### config.mk
export PLATFORM = sky130hd
export DESIGN_NAME = bsi_interp
export DESIGN_NICKNAME = d
export VERILOG_FILES = /design/src/common/bsi_pkg.sv /design/src/bsi_rom.sv /design/src/bsi_interp.sv
export SDC_FILE = /design/constraint.sdc
export NUM_CORES = 1
export LEC_CHECK = 0
export BUFFER_PORTS_ARGS = -buffer_cell sky130_fd_sc_hd__buf_2
export CORE_ASPECT_RATIO = 1.2
export CORE_UTILIZATION = 50
export DETAILED_ROUTE_END_ITERATION = 8
export PLACE_DENSITY_LB_ADDON = 0.1
export SLEW_MARGIN = 20
export SYNTH_ARGS = -nofsm -noshare
export SYNTH_HDL_FRONTEND = slang
export SYNTH_HIERARCHICAL = 1
export SYNTH_SLANG_ARGS = --single-unit
### constraint.sdc
create_clock -name i_clk -period 6.75 [get_ports i_clk]
set_clock_uncertainty 0.05 [all_clocks]
set_input_delay 0 -clock i_clk [delete_from_list [all_inputs] [get_ports i_clk]]
set_output_delay 0 -clock i_clk [all_outputs]
set_load 0.02 [all_outputs]
### src/common/bsi_pkg.sv
/*
  Constants, types and fixed reply images for the boot serial inquiry and
  setting command interpreter.
  Assumes a byte-wide receive and transmit stream on a single 10 MHz clock.
*/
package bsi_pkg;

  ////////////////////////////////////////////////////////////////////////////
  // Command and reply codes; each inquiry reply code is its command code plus 10h
  // Data area reply code is pinned by its fixed check byte of 8Dh
  localparam logic [7:0] CMD_DEVICES = 8'h20;
  localparam logic [7:0] CMD_AVAIL   = 8'h2A;
  localparam logic [7:0] CMD_UAREA   = 8'h2C;
  localparam logic [7:0] CMD_DAREA   = 8'h2B;
  localparam logic [7:0] CMD_BLOCK   = 8'h2D;
  localparam logic [7:0] CMD_DEVSEL  = 8'h10;
  localparam logic [7:0] CMD_FREQ    = 8'h3F;
  localparam logic [7:0] RSP_DEVICES = 8'h30;
  localparam logic [7:0] RSP_AVAIL   = 8'h3A;
  localparam logic [7:0] RSP_UAREA   = 8'h3C;
  localparam logic [7:0] RSP_DAREA   = 8'h3B;
  localparam logic [7:0] RSP_BLOCK   = 8'h3D;
  localparam logic [7:0] ACK_DEV     = 8'h46;
  localparam logic [7:0] ACK_OK      = 8'h06;
  localparam logic [7:0] RSP_UNDEF   = 8'h80;
  localparam logic [7:0] ERR_FLAG    = 8'h80;
  localparam logic [7:0] ERR_SUM     = 8'h11;
  localparam logic [7:0] ERR_DEV     = 8'h21;
  localparam logic [7:0] ERR_RATE    = 8'h24;
  localparam logic [7:0] ERR_CONFIRM = 8'hFF;
  localparam logic [7:0] SIZE_DEVSEL = 8'h04;
  localparam logic [7:0] SIZE_FREQ   = 8'h07;
  localparam logic [7:0] AVAIL_SUM   = 8'hA8;
  localparam logic [7:0] DAREA_SUM   = 8'h8D;

  ////////////////////////////////////////////////////////////////////////////
  // Device records; codes and names are arbitrary values
  localparam logic [31:0] DEV_CODE_LE = 32'h4445_564C;
  localparam logic [31:0] DEV_CODE_BE = 32'h4445_5642;
  localparam logic [31:0] NAME_LE     = 32'h5345_524C;
  localparam logic [31:0] NAME_BE     = 32'h5345_5242;
  localparam logic [7:0]  DEV_COUNT   = 8'h02;
  localparam logic [7:0]  REC_CHARS   = 8'h08;
  localparam logic [7:0]  BLK_MARK    = 8'hDD;

  // Memory layout; user area figures are plain defaults
  localparam logic [31:0] USER_START  = 32'hFFFF_C000;
  localparam logic [31:0] USER_END    = 32'hFFFF_FFFF;
  localparam logic [31:0] USER_BLOCKS = 32'h0000_0010;
  localparam logic [31:0] DATA_START  = 32'h0010_0000;
  localparam logic [31:0] DATA_END    = 32'h0010_0FFF;
  localparam logic [31:0] BLOCK_SIZE  = 32'h0000_0400;
  localparam logic [31:0] DATA_BLOCKS = 32'h0000_0004;

  ////////////////////////////////////////////////////////////////////////////
  // Bit-rate check
  localparam int          BAUD_UNIT   = 100;
  localparam int          OVERSAMPLE  = 32;
  localparam int          HZ_PER_MHZ  = 1000000;
  localparam int          REF_HI_MHZ  = 32;
  localparam int          REF_LO_MHZ  = 8;
  localparam int          TOL_PCT     = 4;
  localparam logic [25:0] REF_HI_HZ   = 26'(REF_HI_MHZ * HZ_PER_MHZ);
  localparam logic [25:0] REF_LO_HZ   = 26'(REF_LO_MHZ * HZ_PER_MHZ);
  localparam logic [11:0] RATE_SCALE  = 12'(OVERSAMPLE * BAUD_UNIT);
  localparam logic [7:0]  TOL_SCALE   = 8'(100 / TOL_PCT + 1);
  localparam logic [9:0]  N_MAX       = 10'h100;
  localparam logic [8:0]  BAUD_N_RST  = 9'h000;

  ////////////////////////////////////////////////////////////////////////////
  typedef enum logic [2:0] {
    REP_DEVICES, REP_AVAIL, REP_UAREA, REP_DAREA, REP_BLOCK, REP_NONE
  } bsi_rep_type;

  typedef enum logic [2:0] {
    ST_IDLE, ST_RECV, ST_CALC, ST_FETCH, ST_LATCH, ST_SEND, ST_CONFIRM
  } bsi_state_type;

  // Reply images, left aligned in 32 bytes, checksum appended on the fly
  localparam logic [255:0] IMG_DEVICES = {RSP_DEVICES, 8'h13, DEV_COUNT,
    REC_CHARS, DEV_CODE_LE, NAME_LE, REC_CHARS, DEV_CODE_BE, NAME_BE, 88'h0};
  localparam logic [255:0] IMG_AVAIL = {RSP_AVAIL, 8'h01, 8'h1D, 232'h0};
  localparam logic [255:0] IMG_UAREA = {RSP_UAREA, 8'h09, 8'h01,
    USER_START, USER_END, 168'h0};
  localparam logic [255:0] IMG_DAREA = {RSP_DAREA, 8'h09, 8'h01,
    DATA_START, DATA_END, 168'h0};
  localparam logic [255:0] IMG_BLOCK = {RSP_BLOCK, 16'h0019, BLK_MARK,
    USER_START, BLOCK_SIZE, USER_BLOCKS, DATA_START, BLOCK_SIZE,
    DATA_BLOCKS, 32'h0};

  function automatic bsi_rep_type bsi_decode(input logic [7:0] code);
    case (code)
      CMD_DEVICES: bsi_decode = REP_DEVICES;
      CMD_AVAIL:   bsi_decode = REP_AVAIL;
      CMD_UAREA:   bsi_decode = REP_UAREA;
      CMD_DAREA:   bsi_decode = REP_DAREA;
      CMD_BLOCK:   bsi_decode = REP_BLOCK;
      default:     bsi_decode = REP_NONE;
    endcase
  endfunction : bsi_decode

  // Bytes of a reply before its checksum
  function automatic logic [4:0] bsi_rep_len(input bsi_rep_type r);
    case (r)
      REP_DEVICES: bsi_rep_len = 5'h15;
      REP_AVAIL:   bsi_rep_len = 5'h03;
      REP_UAREA:   bsi_rep_len = 5'h0B;
      REP_DAREA:   bsi_rep_len = 5'h0B;
      REP_BLOCK:   bsi_rep_len = 5'h1C;
      default:     bsi_rep_len = 5'h01;
    endcase
  endfunction : bsi_rep_len

endpackage : bsi_pkg

### src/bsi_rom.sv
/*
  Reply image memory: one byte of a fixed inquiry reply per index.
  Assumes the caller waits one clock for the registered read data.
*/
`timescale 1ns/10ps
`default_nettype none

module bsi_rom
  import bsi_pkg::*;
(
  input  wire logic        i_clk,    // System clock
  input  wire logic        i_arst_n, // Async reset, active low
  input  wire bsi_rep_type i_sel,    // Reply image select
  input  wire logic [4:0]  i_idx,    // Byte index in image
  output logic      [7:0]  o_byte    // Registered byte
);

  logic [255:0] img;

  always_comb
  begin
    case (i_sel)
      REP_DEVICES: img = IMG_DEVICES;
      REP_AVAIL:   img = IMG_AVAIL;
      REP_UAREA:   img = IMG_UAREA;
      REP_DAREA:   img = IMG_DAREA;
      REP_BLOCK:   img = IMG_BLOCK;
      default:     img = '0;
    endcase
  end

  // Index 0 is the top byte of the image
  always_ff @(posedge i_clk or negedge i_arst_n)
  begin
    if (!i_arst_n)
      o_byte <= 8'h00;
    else
      o_byte <= img[{~i_idx, 3'b000} +: 8];
  end

endmodule : bsi_rom

`default_nettype wire

### src/bsi_interp.sv
/*
  Inquiry and setting command interpreter for the serial boot link.
  Assumes a byte receiver and transmitter on the same clock, and an outer
  boot sequencer that raises i_cmd_wait in the command wait state.
*/
// Contract
// - Inquiries are taken only while the command wait state is active.
// - Device inquiry 20h answers 30h, size, count 02h, little then big.
// - Each record: char count, 4-byte device code, ASCII series name.
// - Availability reply: size 01h, value 1Dh, check A8h.
// - User area reply: size 09h, count 01h, start and end addresses.
// - Data area reply: size 09h, count 01h, 0010_0000h..0010_0FFFh, 8Dh.
// - Block reply: size 0019h, user and data start, 1 KB, block counts.
// - Multi-byte frames sum to zero modulo 256, dummies included.
// - Settings are taken only while the command wait state is active.
// - Valid supported device code with good check gets 46h.
// - Bad check gives error 11h, unknown device gives error 21h.
// - Rate field is bits per second divided by 100.
// - N is ref/(32*rate) truncated; ref 32 MHz at high supply else 8.
// - Supportable rate answers 06h; error 4% or more or bad check fails.
// - Device switches rate; good confirmation 06h, otherwise error.
// - Excess rate error reports error code 24h.
// - Size counts payload only, not code, size or check byte.
// - Undefined command gets 80h followed by the received code.
`timescale 1ns/10ps
`default_nettype none

module bsi_interp
  import bsi_pkg::*;
(
  input  wire logic       i_clk,         // System clock, 10 MHz
  input  wire logic       i_arst_n,      // Async reset, active low
  input  wire logic       i_cmd_wait,    // Command wait state active
  input  wire logic       i_volt_high,   // Supply at or above 3.0 V, pin
  input  wire logic       i_rx_valid,    // Received byte strobe
  input  wire logic [7:0] i_rx_data,     // Received byte
  input  wire logic       i_rx_err,      // Received byte is corrupt
  output logic            o_tx_valid,    // Transmit byte valid
  output logic      [7:0] o_tx_data,     // Transmit byte
  input  wire logic       i_tx_ready,    // Transmitter takes byte
  output logic            o_rate_switch, // Pulse: apply o_baud_n now
  output logic      [8:0] o_baud_n,      // Divider N for new rate
  output logic            o_dev_selected,// A device code was accepted
  output logic            o_big_endian   // Selected code is big endian
);

  bsi_state_type st;
  bsi_rep_type   rep;
  logic [7:0]  cmd, size, cnt, rx_sum, frame_total, tx_sum, tx_second;
  logic [55:0] payload;
  logic [25:0] rem, ref_hz;
  logic [27:0] dvs;
  logic [9:0]  quo;
  logic [4:0]  tx_idx;
  logic [7:0]  rom_byte, sh_b0, sh_b1, tx_byte;
  logic        have_size, tx_last, short_two, confirm_pending;
  logic        v_meta, v_mid, v_late, volt_high;
  logic        frame_end, code_ok, go_calc, calc_done, calc_ok;
  logic        take_cmd, done, sh_go, sh_two;

  ////////////////////////////////////////////////////////////////////////////
  // Supply level pin: three stages, accepted once the last two agree
  always_ff @(posedge i_clk or negedge i_arst_n)
  begin
    if (!i_arst_n)
    begin
      v_meta    <= 1'b0;
      v_mid     <= 1'b0;
      v_late    <= 1'b0;
      volt_high <= 1'b0;
    end
    else
    begin
      v_meta <= i_volt_high;
      v_mid  <= v_meta;
      v_late <= v_mid;
      if (v_mid == v_late)
        volt_high <= v_late;
    end
  end

  assign ref_hz      = volt_high ? REF_HI_HZ : REF_LO_HZ;
  assign take_cmd    = (st == ST_IDLE) && i_rx_valid && i_cmd_wait;
  assign frame_total = rx_sum + i_rx_data;
  assign frame_end   = (st == ST_RECV) && i_rx_valid && have_size &&
                       (cnt == 8'h00);
  assign code_ok     = (size == SIZE_DEVSEL) &&
                       ((payload[31:0] == DEV_CODE_LE) ||
                        (payload[31:0] == DEV_CODE_BE));
  assign go_calc     = frame_end && (frame_total == 8'h00) &&
                       (cmd == CMD_FREQ) && (size == SIZE_FREQ);
  // Stop at N_MAX+1 so the loop is bounded for very low rates
  assign calc_done   = (st == ST_CALC) && ((dvs == 28'h0) ||
                       ({2'b00, rem} < dvs) || (quo > N_MAX));
  // Error below 4% reduces to 26*remainder < reference, no divide needed
  assign calc_ok     = (dvs != 28'h0) && (quo != 10'h0) && (quo <= N_MAX) &&
                       (34'(TOL_SCALE) * 34'(rem) < 34'(ref_hz));
  assign o_tx_valid  = (st == ST_SEND);
  assign o_tx_data   = tx_byte;
  assign done        = (st == ST_SEND) && i_tx_ready &&
                       ((rep == REP_NONE) ? !short_two : tx_last);

  ////////////////////////////////////////////////////////////////////////////
  // Short replies: acknowledges and two-byte errors
  always_comb
  begin
    sh_go  = 1'b0;
    sh_two = 1'b1;
    sh_b0  = cmd | ERR_FLAG;
    sh_b1  = ERR_SUM;
    case (st)
      ST_IDLE:
        if (take_cmd && (bsi_decode(i_rx_data) == REP_NONE) &&
            (i_rx_data != CMD_DEVSEL) && (i_rx_data != CMD_FREQ))
        begin
          sh_go = 1'b1;
          sh_b0 = RSP_UNDEF;
          sh_b1 = i_rx_data;
        end
      ST_RECV:
        if (frame_end && !go_calc)
        begin
          sh_go = 1'b1;
          if (frame_total != 8'h00)
            sh_b1 = ERR_SUM;
          else if (cmd == CMD_FREQ)
            sh_b1 = ERR_RATE;
          else if (code_ok)
          begin
            sh_b0  = ACK_DEV;
            sh_two = 1'b0;
          end
          else
            sh_b1 = ERR_DEV;
        end
      ST_CALC:
        if (calc_done)
        begin
          sh_go  = 1'b1;
          sh_two = !calc_ok;
          sh_b0  = calc_ok ? ACK_OK : (cmd | ERR_FLAG);
          sh_b1  = ERR_RATE;
        end
      ST_CONFIRM:
        if (i_rx_valid)
        begin
          sh_go  = 1'b1;
          sh_two = i_rx_err;
          sh_b0  = i_rx_err ? (cmd | ERR_FLAG) : ACK_OK;
          sh_b1  = ERR_CONFIRM;
        end
      default:
        sh_go = 1'b0;
    endcase
  end

  ////////////////////////////////////////////////////////////////////////////
  // Sequencing
  always_ff @(posedge i_clk or negedge i_arst_n)
  begin
    if (!i_arst_n)
    begin
      st              <= ST_IDLE;
      rep             <= REP_NONE;
      confirm_pending <= 1'b0;
    end
    else
    begin
      if (sh_go)
        rep <= REP_NONE;
      case (st)
        ST_IDLE:
          if (take_cmd)
          begin
            if (bsi_decode(i_rx_data) != REP_NONE)
            begin
              rep <= bsi_decode(i_rx_data);
              st  <= ST_FETCH;
            end
            else if (sh_go)
              st <= ST_SEND;
            else
              st <= ST_RECV;
          end
        ST_RECV:
          if (frame_end)
            st <= go_calc ? ST_CALC : ST_SEND;
        ST_CALC:
          if (calc_done)
          begin
            st              <= ST_SEND;
            confirm_pending <= calc_ok;
          end
        ST_FETCH:
          st <= ST_LATCH;
        ST_LATCH:
          st <= ST_SEND;
        ST_SEND:
          if (done)
          begin
            st              <= confirm_pending ? ST_CONFIRM : ST_IDLE;
            confirm_pending <= 1'b0;
          end
          else if (i_tx_ready && (rep != REP_NONE) && !tx_last &&
                   (tx_idx != bsi_rep_len(rep) - 5'h01))
            st <= ST_FETCH;
        ST_CONFIRM:
          if (i_rx_valid)
            st <= ST_SEND;
        default:
          st <= ST_IDLE;
      endcase
    end
  end

  ////////////////////////////////////////////////////////////////////////////
  // Command framing: size counts payload bytes only
  always_ff @(posedge i_clk or negedge i_arst_n)
  begin
    if (!i_arst_n)
    begin
      cmd       <= 8'h00;
      size      <= 8'h00;
      cnt       <= 8'h00;
      rx_sum    <= 8'h00;
      payload   <= '0;
      have_size <= 1'b0;
    end
    else if (take_cmd)
    begin
      cmd       <= i_rx_data;
      rx_sum    <= i_rx_data;
      have_size <= 1'b0;
    end
    else if ((st == ST_RECV) && i_rx_valid)
    begin
      if (!have_size)
      begin
        size      <= i_rx_data;
        cnt       <= i_rx_data;
        have_size <= 1'b1;
        rx_sum    <= frame_total;
      end
      else if (cnt != 8'h00)
      begin
        payload <= {payload[47:0], i_rx_data};
        cnt     <= cnt - 8'h01;
        rx_sum  <= frame_total;
      end
    end
  end

  ////////////////////////////////////////////////////////////////////////////
  // Divider search by repeated subtraction, at most 258 cycles
  always_ff @(posedge i_clk or negedge i_arst_n)
  begin
    if (!i_arst_n)
    begin
      rem <= 26'h0;
      dvs <= 28'h0;
      quo <= 10'h0;
    end
    else if (go_calc)
    begin
      rem <= ref_hz;
      dvs <= 28'(payload[55:40]) * 28'(RATE_SCALE);
      quo <= 10'h0;
    end
    else if ((st == ST_CALC) && !calc_done)
    begin
      rem <= rem - dvs[25:0];
      quo <= quo + 10'h001;
    end
  end

  ////////////////////////////////////////////////////////////////////////////
  // Transmit byte and running checksum
  always_ff @(posedge i_clk or negedge i_arst_n)
  begin
    if (!i_arst_n)
    begin
      tx_byte   <= 8'h00;
      tx_second <= 8'h00;
      short_two <= 1'b0;
      tx_idx    <= 5'h00;
      tx_sum    <= 8'h00;
      tx_last   <= 1'b0;
    end
    else if (sh_go)
    begin
      tx_byte   <= sh_b0;
      tx_second <= sh_b1;
      short_two <= sh_two;
    end
    else if (take_cmd)
    begin
      tx_idx  <= 5'h00;
      tx_sum  <= 8'h00;
      tx_last <= 1'b0;
    end
    else if (st == ST_LATCH)
      tx_byte <= rom_byte;
    else if ((st == ST_SEND) && i_tx_ready)
    begin
      if (rep == REP_NONE)
      begin
        tx_byte   <= tx_second;
        short_two <= 1'b0;
      end
      else if (!tx_last)
      begin
        tx_sum <= tx_sum + tx_byte;
        if (tx_idx == bsi_rep_len(rep) - 5'h01)
        begin
          tx_byte <= 8'h00 - (tx_sum + tx_byte);
          tx_last <= 1'b1;
        end
        else
          tx_idx <= tx_idx + 5'h01;
      end
    end
  end

  bsi_rom u_rom (
    .i_clk    (i_clk),
    .i_arst_n (i_arst_n),
    .i_sel    (rep),
    .i_idx    (tx_idx),
    .o_byte   (rom_byte)
  );

  ////////////////////////////////////////////////////////////////////////////
  // Settings that leave the block
  always_ff @(posedge i_clk or negedge i_arst_n)
  begin
    if (!i_arst_n)
    begin
      o_rate_switch  <= 1'b0;
      o_baud_n       <= BAUD_N_RST;
      o_dev_selected <= 1'b0;
      o_big_endian   <= 1'b0;
    end
    else
    begin
      // Switch only after the acceptance byte has left at the old rate
      o_rate_switch <= done && confirm_pending;
      if (done && confirm_pending)
        o_baud_n <= quo[8:0];
      if (frame_end && (frame_total == 8'h00) && (cmd == CMD_DEVSEL) &&
          code_ok)
      begin
        o_dev_selected <= 1'b1;
        o_big_endian   <= (payload[31:0] == DEV_CODE_BE);
      end
    end
  end
endmodule : bsi_interp

`default_nettype wire

Yosys cells after proc, flatten, opt, wreduce, memory -nomap -nowiden

Cells that the tools add are included.

Memories: 0
Memory bits (writable): 0
Output and inout port bits: 21
Bits in registers: 208
Latch bits: 0
Input port bits: 15
ROM bits: 0

Add/sub/neg operators: 9
Equal/unequal tests: 45
$lt $le $gt $ge: 4
Muxes and demuxes: 105
Shift operators: 1
Multipliers: 2
Div/mod/pow operators: 0
Reductions and logical operators: 63
Bitwise logic cells: 4

Operator list:

| cell                                                                 | number |
|---|---|
| 254-bit case mux with 5 select lines                                 | 1 |
| 256-bit by 9-bit indexed part select with 8-bit output               | 1 |
| 8-bit two-way mux                                                    | 28 |
| 5-bit two-way mux                                                    | 14 |
| 32-bit by 31-bit == test with 1-bit output, second input constant    | 2 |
| 8-bit case mux with 4 select lines                                   | 2 |
| 26-bit two-way mux                                                   | 2 |
| 3-bit two-way mux                                                    | 17 |
| 8-bit by 6-bit == test with 1-bit output, second input constant      | 6 |
| 31-bit by 25-bit less-than comparator with 1-bit output              | 1 |
| 4-bit by 26-bit multiplier with 30-bit output, first input constant  | 1 |
| 6-bit two-way mux                                                    | 5 |
| 28-bit zero test                                                     | 1 |
| 26-bit by 28-bit less-than comparator with 1-bit output              | 1 |
| 28-bit nonzero test                                                  | 1 |
| 1-bit logical AND                                                    | 26 |
| 1-bit two-way mux                                                    | 26 |
| 26-bit subtractor                                                    | 1 |
| 25-bit two-way mux                                                   | 1 |
| 16-bit by 5-bit multiplier with 21-bit output, second input constant | 1 |
| 3-bit case mux with 7 select lines                                   | 1 |
| 10-bit two-way mux                                                   | 2 |
| 5-bit case mux with 4 select lines                                   | 1 |
| 3-bit == test, second input constant                                 | 6 |
| other kinds (44)                                                     | 85 |

Longest topological paths before layout

Depth after elaboration: 21
Depth in mapped cells: 19

By module

The synthesis kept the hierarchy.

Modules (own cells, without submodules):

| module     | area each (um^2) | seq. area each (um^2) | cells an instance | times used |
|---|---|---|---|---|
| bsi_interp | 14067.2          | 4832.1                | 1537              | 1 |
| bsi_rom    | 1104.8           | 200.2                 | 154               | 1 |

Least setup slack after synthesis

OpenSTA, ideal clock, no wires.

Path type: register to register
From: reg rem[9]
To: reg tx_byte[1] (netlist: o_tx_data[1])
Arrival: 4.529 ns
Library setup time: 0.129 ns
Path buffers: 0
Slack: 2.041 ns
Period minus slack after synthesis: 4.709 ns
Cell stages (with the launch flop): 18
Data required time: 6.571 ns
Cell sequence: dfrtp_1 ha_1 inv_1 fa_1 inv_1 ha_1 a211oi_1 nor2_1 o21ba_2 o21ai_0 xnor2_1 ha_1 or4b_2 a31oi_1 o31ai_1 o2111ai_1 nor2_1 o41a_1

Longest elaborated chain between the ends: 8

Ends and longest elaborated chain:

| what                                                                                            | line              | source |
|---|---|---|
| start: declaration                                                                              | bsi_interp.sv:51  | `logic [25:0] rem, ref_hz;` |
| start signal: assignment                                                                        | bsi_interp.sv:265 | `rem <= ref_hz;` |
| start signal: assignment                                                                        | bsi_interp.sv:271 | `rem <= rem - dvs[25:0];` |
| branches (longest 8 deep; another with 31-bit by 25-bit less-than comparator with 1-bit output) | -                 |  |
| end signal: assignment                                                                          | bsi_interp.sv:302 | `tx_byte <= rom_byte;` |
| end signal: assignment                                                                          | bsi_interp.sv:307 | `tx_byte <= tx_second;` |
| end signal: assignment                                                                          | bsi_interp.sv:315 | `tx_byte <= 8'h00 - (tx_sum + tx_byte);` |
| end: declaration                                                                                | bsi_interp.sv:55  | `logic [7:0] rom_byte, sh_b0, sh_b1, tx_byte;` |

Parallel ways; which one is timed is not known.
A chain may end at the register's enable or synchronous reset.

Worst setup path in the final report

From: reg rem[9]
To: reg tx_byte[3] (netlist: o_tx_data[3])

Same word-level chain as after synthesis.

==> flow_summary.yaml <==
outcome:
  status: "complete, no violations"
synth:
  ys.flop_type: "dfrtp_1"
  synth_top_family_by_area: "compound AO/OA/AOI/OAI gates"
  netlist_area_um2: 15200
  synthSimpleGateAreaFrac_pct: 17.1
  yosys.area_share.xor_xnor_pct: 3.93
  syn_nets: 1876
  synth-async-reset-ratio_pct: 100
  post_synth_fa_ha_maj_area_fraction_pct: 15.5
  synthMuxAreaShare_pct: 5.25
  synth_cell_types: 103
  ys_warn_count: 6
  syn_area_per_cell_um2: 8.97
  synth_compound_area_share_pct: 18.3
  ys_seq_area_share_pct: 33.2
  synth-seq-cells: 201
  syn_inst: 1691
  synth_edf_count: 0
setup_path:
  cp.arrival_ns: 5.82
  crit_chain: "ha_1 -> inv_1 -> fa_1 -> inv_1 -> ha_1 -> a211oi_1 -> nor2_1 -> o21ba_2 -> o21ai_0 -> xnor2_1 -> ha_1 -> or4b_2 -> a31oi_1 -> o31ai_1 -> o2111ai_1 -> o21ai_1 -> a221oi_1"
  slowest_stage: "or4b_2"
  required_ns: 7.12
  r2r_slack_ns: 1.30
  end_kind: "flip-flop"
  critPathMostFrequentCell: "ha_1"
  crit_fanout: 6
  critPathLaunchType: "flip-flop"
  crit_type: "flip-flop to flip-flop"
  max_stage_delay_ns: 0.59
global_route:
  globalRoute.totalOverflow: 0
  grt_pass1_vias: 12035
  grt_use_total_pct: 24.3
  antenna_found_initial: 0
  grt_pass1_wl_mm: 61.2
  grt_max_degree: 80
clock_network:
  clockBufferDepth: 3
  cts-htree-levels: 1
  cts_tree: "done"
  cts_buffers: 23
  clk_pin_slew_ns: 0.06
  cts_sinks: 201
  clock-root-buffer: "clkbuf_16"
  clkLatencyLatePin_ns: 0.53
timing:
  period_share_pct: 80.7
  post-route-min-period_ns: 5.45
  report.final.slew_viol_count: 0
  setup_tns_ns: 0
  fmax_ghz: 0.184
  max_slew.worst_pin.slew_ns: 1.08
  rsz0062_at_grt: "no"
  hold_viol: 0
  setup_viol: 0
  slew_headroom_pct: 27.7
final_layout:
  layout-drive-gt1-share_pct: 10.9
  final_nets: 1897
  antenna_cells: 0
  finalNonFillerCells: 2119
  register_area_um2: 5030
  final.fill_count: 2749
  multi_input_area_um2: 9120
  syn_to_final_growth_pct: 9.29
  layout_common_cells: "199 x dfrtp_1, 189 x inv_1, 175 x nand2_1"
  mostFrequentLayoutCell: "dfrtp_1"
routing:
  drcViolationCount: 0
  firstDrtPassIters: 5
  vias: 12391
  drtAntennaViolNets: 0
  post_drt_wl_per_cell_um: 17.4
  viasPerCell: 5.85
  drt-initial-drc-count: 724
  wirelength_mm: 36.8
min_path:
  hp-class: "input pin to asynchronous set/reset pin"
flow_run:
  cap_violations: 0
placement:
  numPortBuffers: 35
  place_hpwl_mm: 27.1
  place_congestion: 0.893
  dp.cells: 2064
power:
  irDropWorstVdd_uv: 331
  finalPower_uw: 5960
  power_leakage_uw: 0.00771
  power-per-cell-area_nw_per_um2: 359
die:
  dieArea_um2: 31000
  start_util_pct: 51.1
  rows: 69
  die_x_um: 161
  core_area_um2: 29700
  die_h_um: 193
  io_pins: 36
-- synthesized netlist by cell type (all sizes together) (13+ instances only) --
master  instances  area, um2
inv           189        709
nand3          32        165
a211oi         18        135
nand4          15       93.8
a31oi          21        131
or2            13       83.8
nand2         176        663
or3            15       93.8
nor2b          20        125
xor2           21        184
dfrtp         199       4980
ha            141       1760
o211ai         16        125
nor4           15        113
buf            28        176
nor2           97        377
a21o           23        173
o21ai         117        597
fa             29        581
o22ai          17        106
nor3           47        262
nand2b         17        106
a21oi          76        380
xnor2          47        412
mux2           61        687
nor3b          14        105
clkbuf         35        143
-- registers in the layout, indices dropped and copies added, names as in the netlist, 3 cells and up --
register / flops
o_tx_data: 8
tx_sum: 8
rx_sum: 8
dvs: 21
rep: 3
o_baud_n: 9
u_rom/o_byte: 8
size: 8
rem: 19
st: 3
quo: 10
cmd: 8
tx_idx: 5
payload: 56
cnt: 8
tx_second: 8
-- kinds of logic (layout without fill, tap and decap cells) --
logic type                 Yosys count  in the layout
and+or+nand+nor                    512            512
other                                1              1
buffers and inverters              252            290
muxes                               72             72
xor gates and xnor gates            68             68
DFF                                201            201
adders and majority gates          171            171
AOI/OAI and AO/OA                  414            414
-- per-layer routing --
metal  routed length (um)  global-route usage, %  up-vias
met5                    0                      0        -
li1                     -                      -     6032
met4                 1130                   8.60        0
met1                16100                   31.4     6035
met2                18300                   42.5      246
met3                 1240                   2.19       78
-- path summary, 6_finish.rpt --
| kind | startpoint | endpoint | depth (start not counted) |
|---|---|---|---|
| hold reg to reg | v_meta | v_mid | 0 |
| setup / recovery | rem[9] | o_tx_data[3] | 17 |
| max in group asynchronous | i_arst_n | payload[38] | 3 |
| hold / removal | i_arst_n | tx_sum[3] | 2 |
| min in group i_clk | i_volt_high | v_meta | 2 |
| setup reg to reg | rem[9] | o_tx_data[3] | 17 |
-- where the power goes --
part | internal, uW | total, uW | switching [uW]
combinational | 1170 | 2620 | 1450
sequential | 1570 | 1950 | 378
clock | 853 | 1380 | 531
-- area by class of cell --
type | instances | share of cell area (%)
Multi-Input combinational cell | 1238 | 55.0
Inverter | 189 | 4.28
Clock buffer | 29 | 3.79
Sequential cell | 201 | 30.4
Timing Repair Buffer | 59 | 2.39
Clock inverter | 13 | 1.24
Tap cell | 390 | 2.94
-- through the flow --
stage               util (%)  area, um2  setup slack (ns)  hold slack (ns)
floorplan                  -      15200              2.04           -0.346
global placement        52.6      15600              1.51           0.0364
detailed placement      52.6      15600              1.34           0.0444
CTS                     55.8      16600              1.29           0.0457
global route            55.8      16600             0.890           0.0734
finish                  55.8      16600              1.30           0.0280
-- critical path: cells and delay by family (launching register included) --
kind                       cells  cell delay, ns
AOI/OAI and AO/OA              8            2.38
adders and majority gates      4            1.49
and+or+nand+nor                2            0.76
DFF                            1            0.45
xor gates and xnor gates       1            0.11
buffers and inverters          2            0.10
-- repair_timing --
action	4_1_cts	5_1_grt
buffers inserted	0	0
hold endpoints to repair	128	0
resized for setup	0	0
hold buffers	13	0
Power figures use the tool's default switching activity.
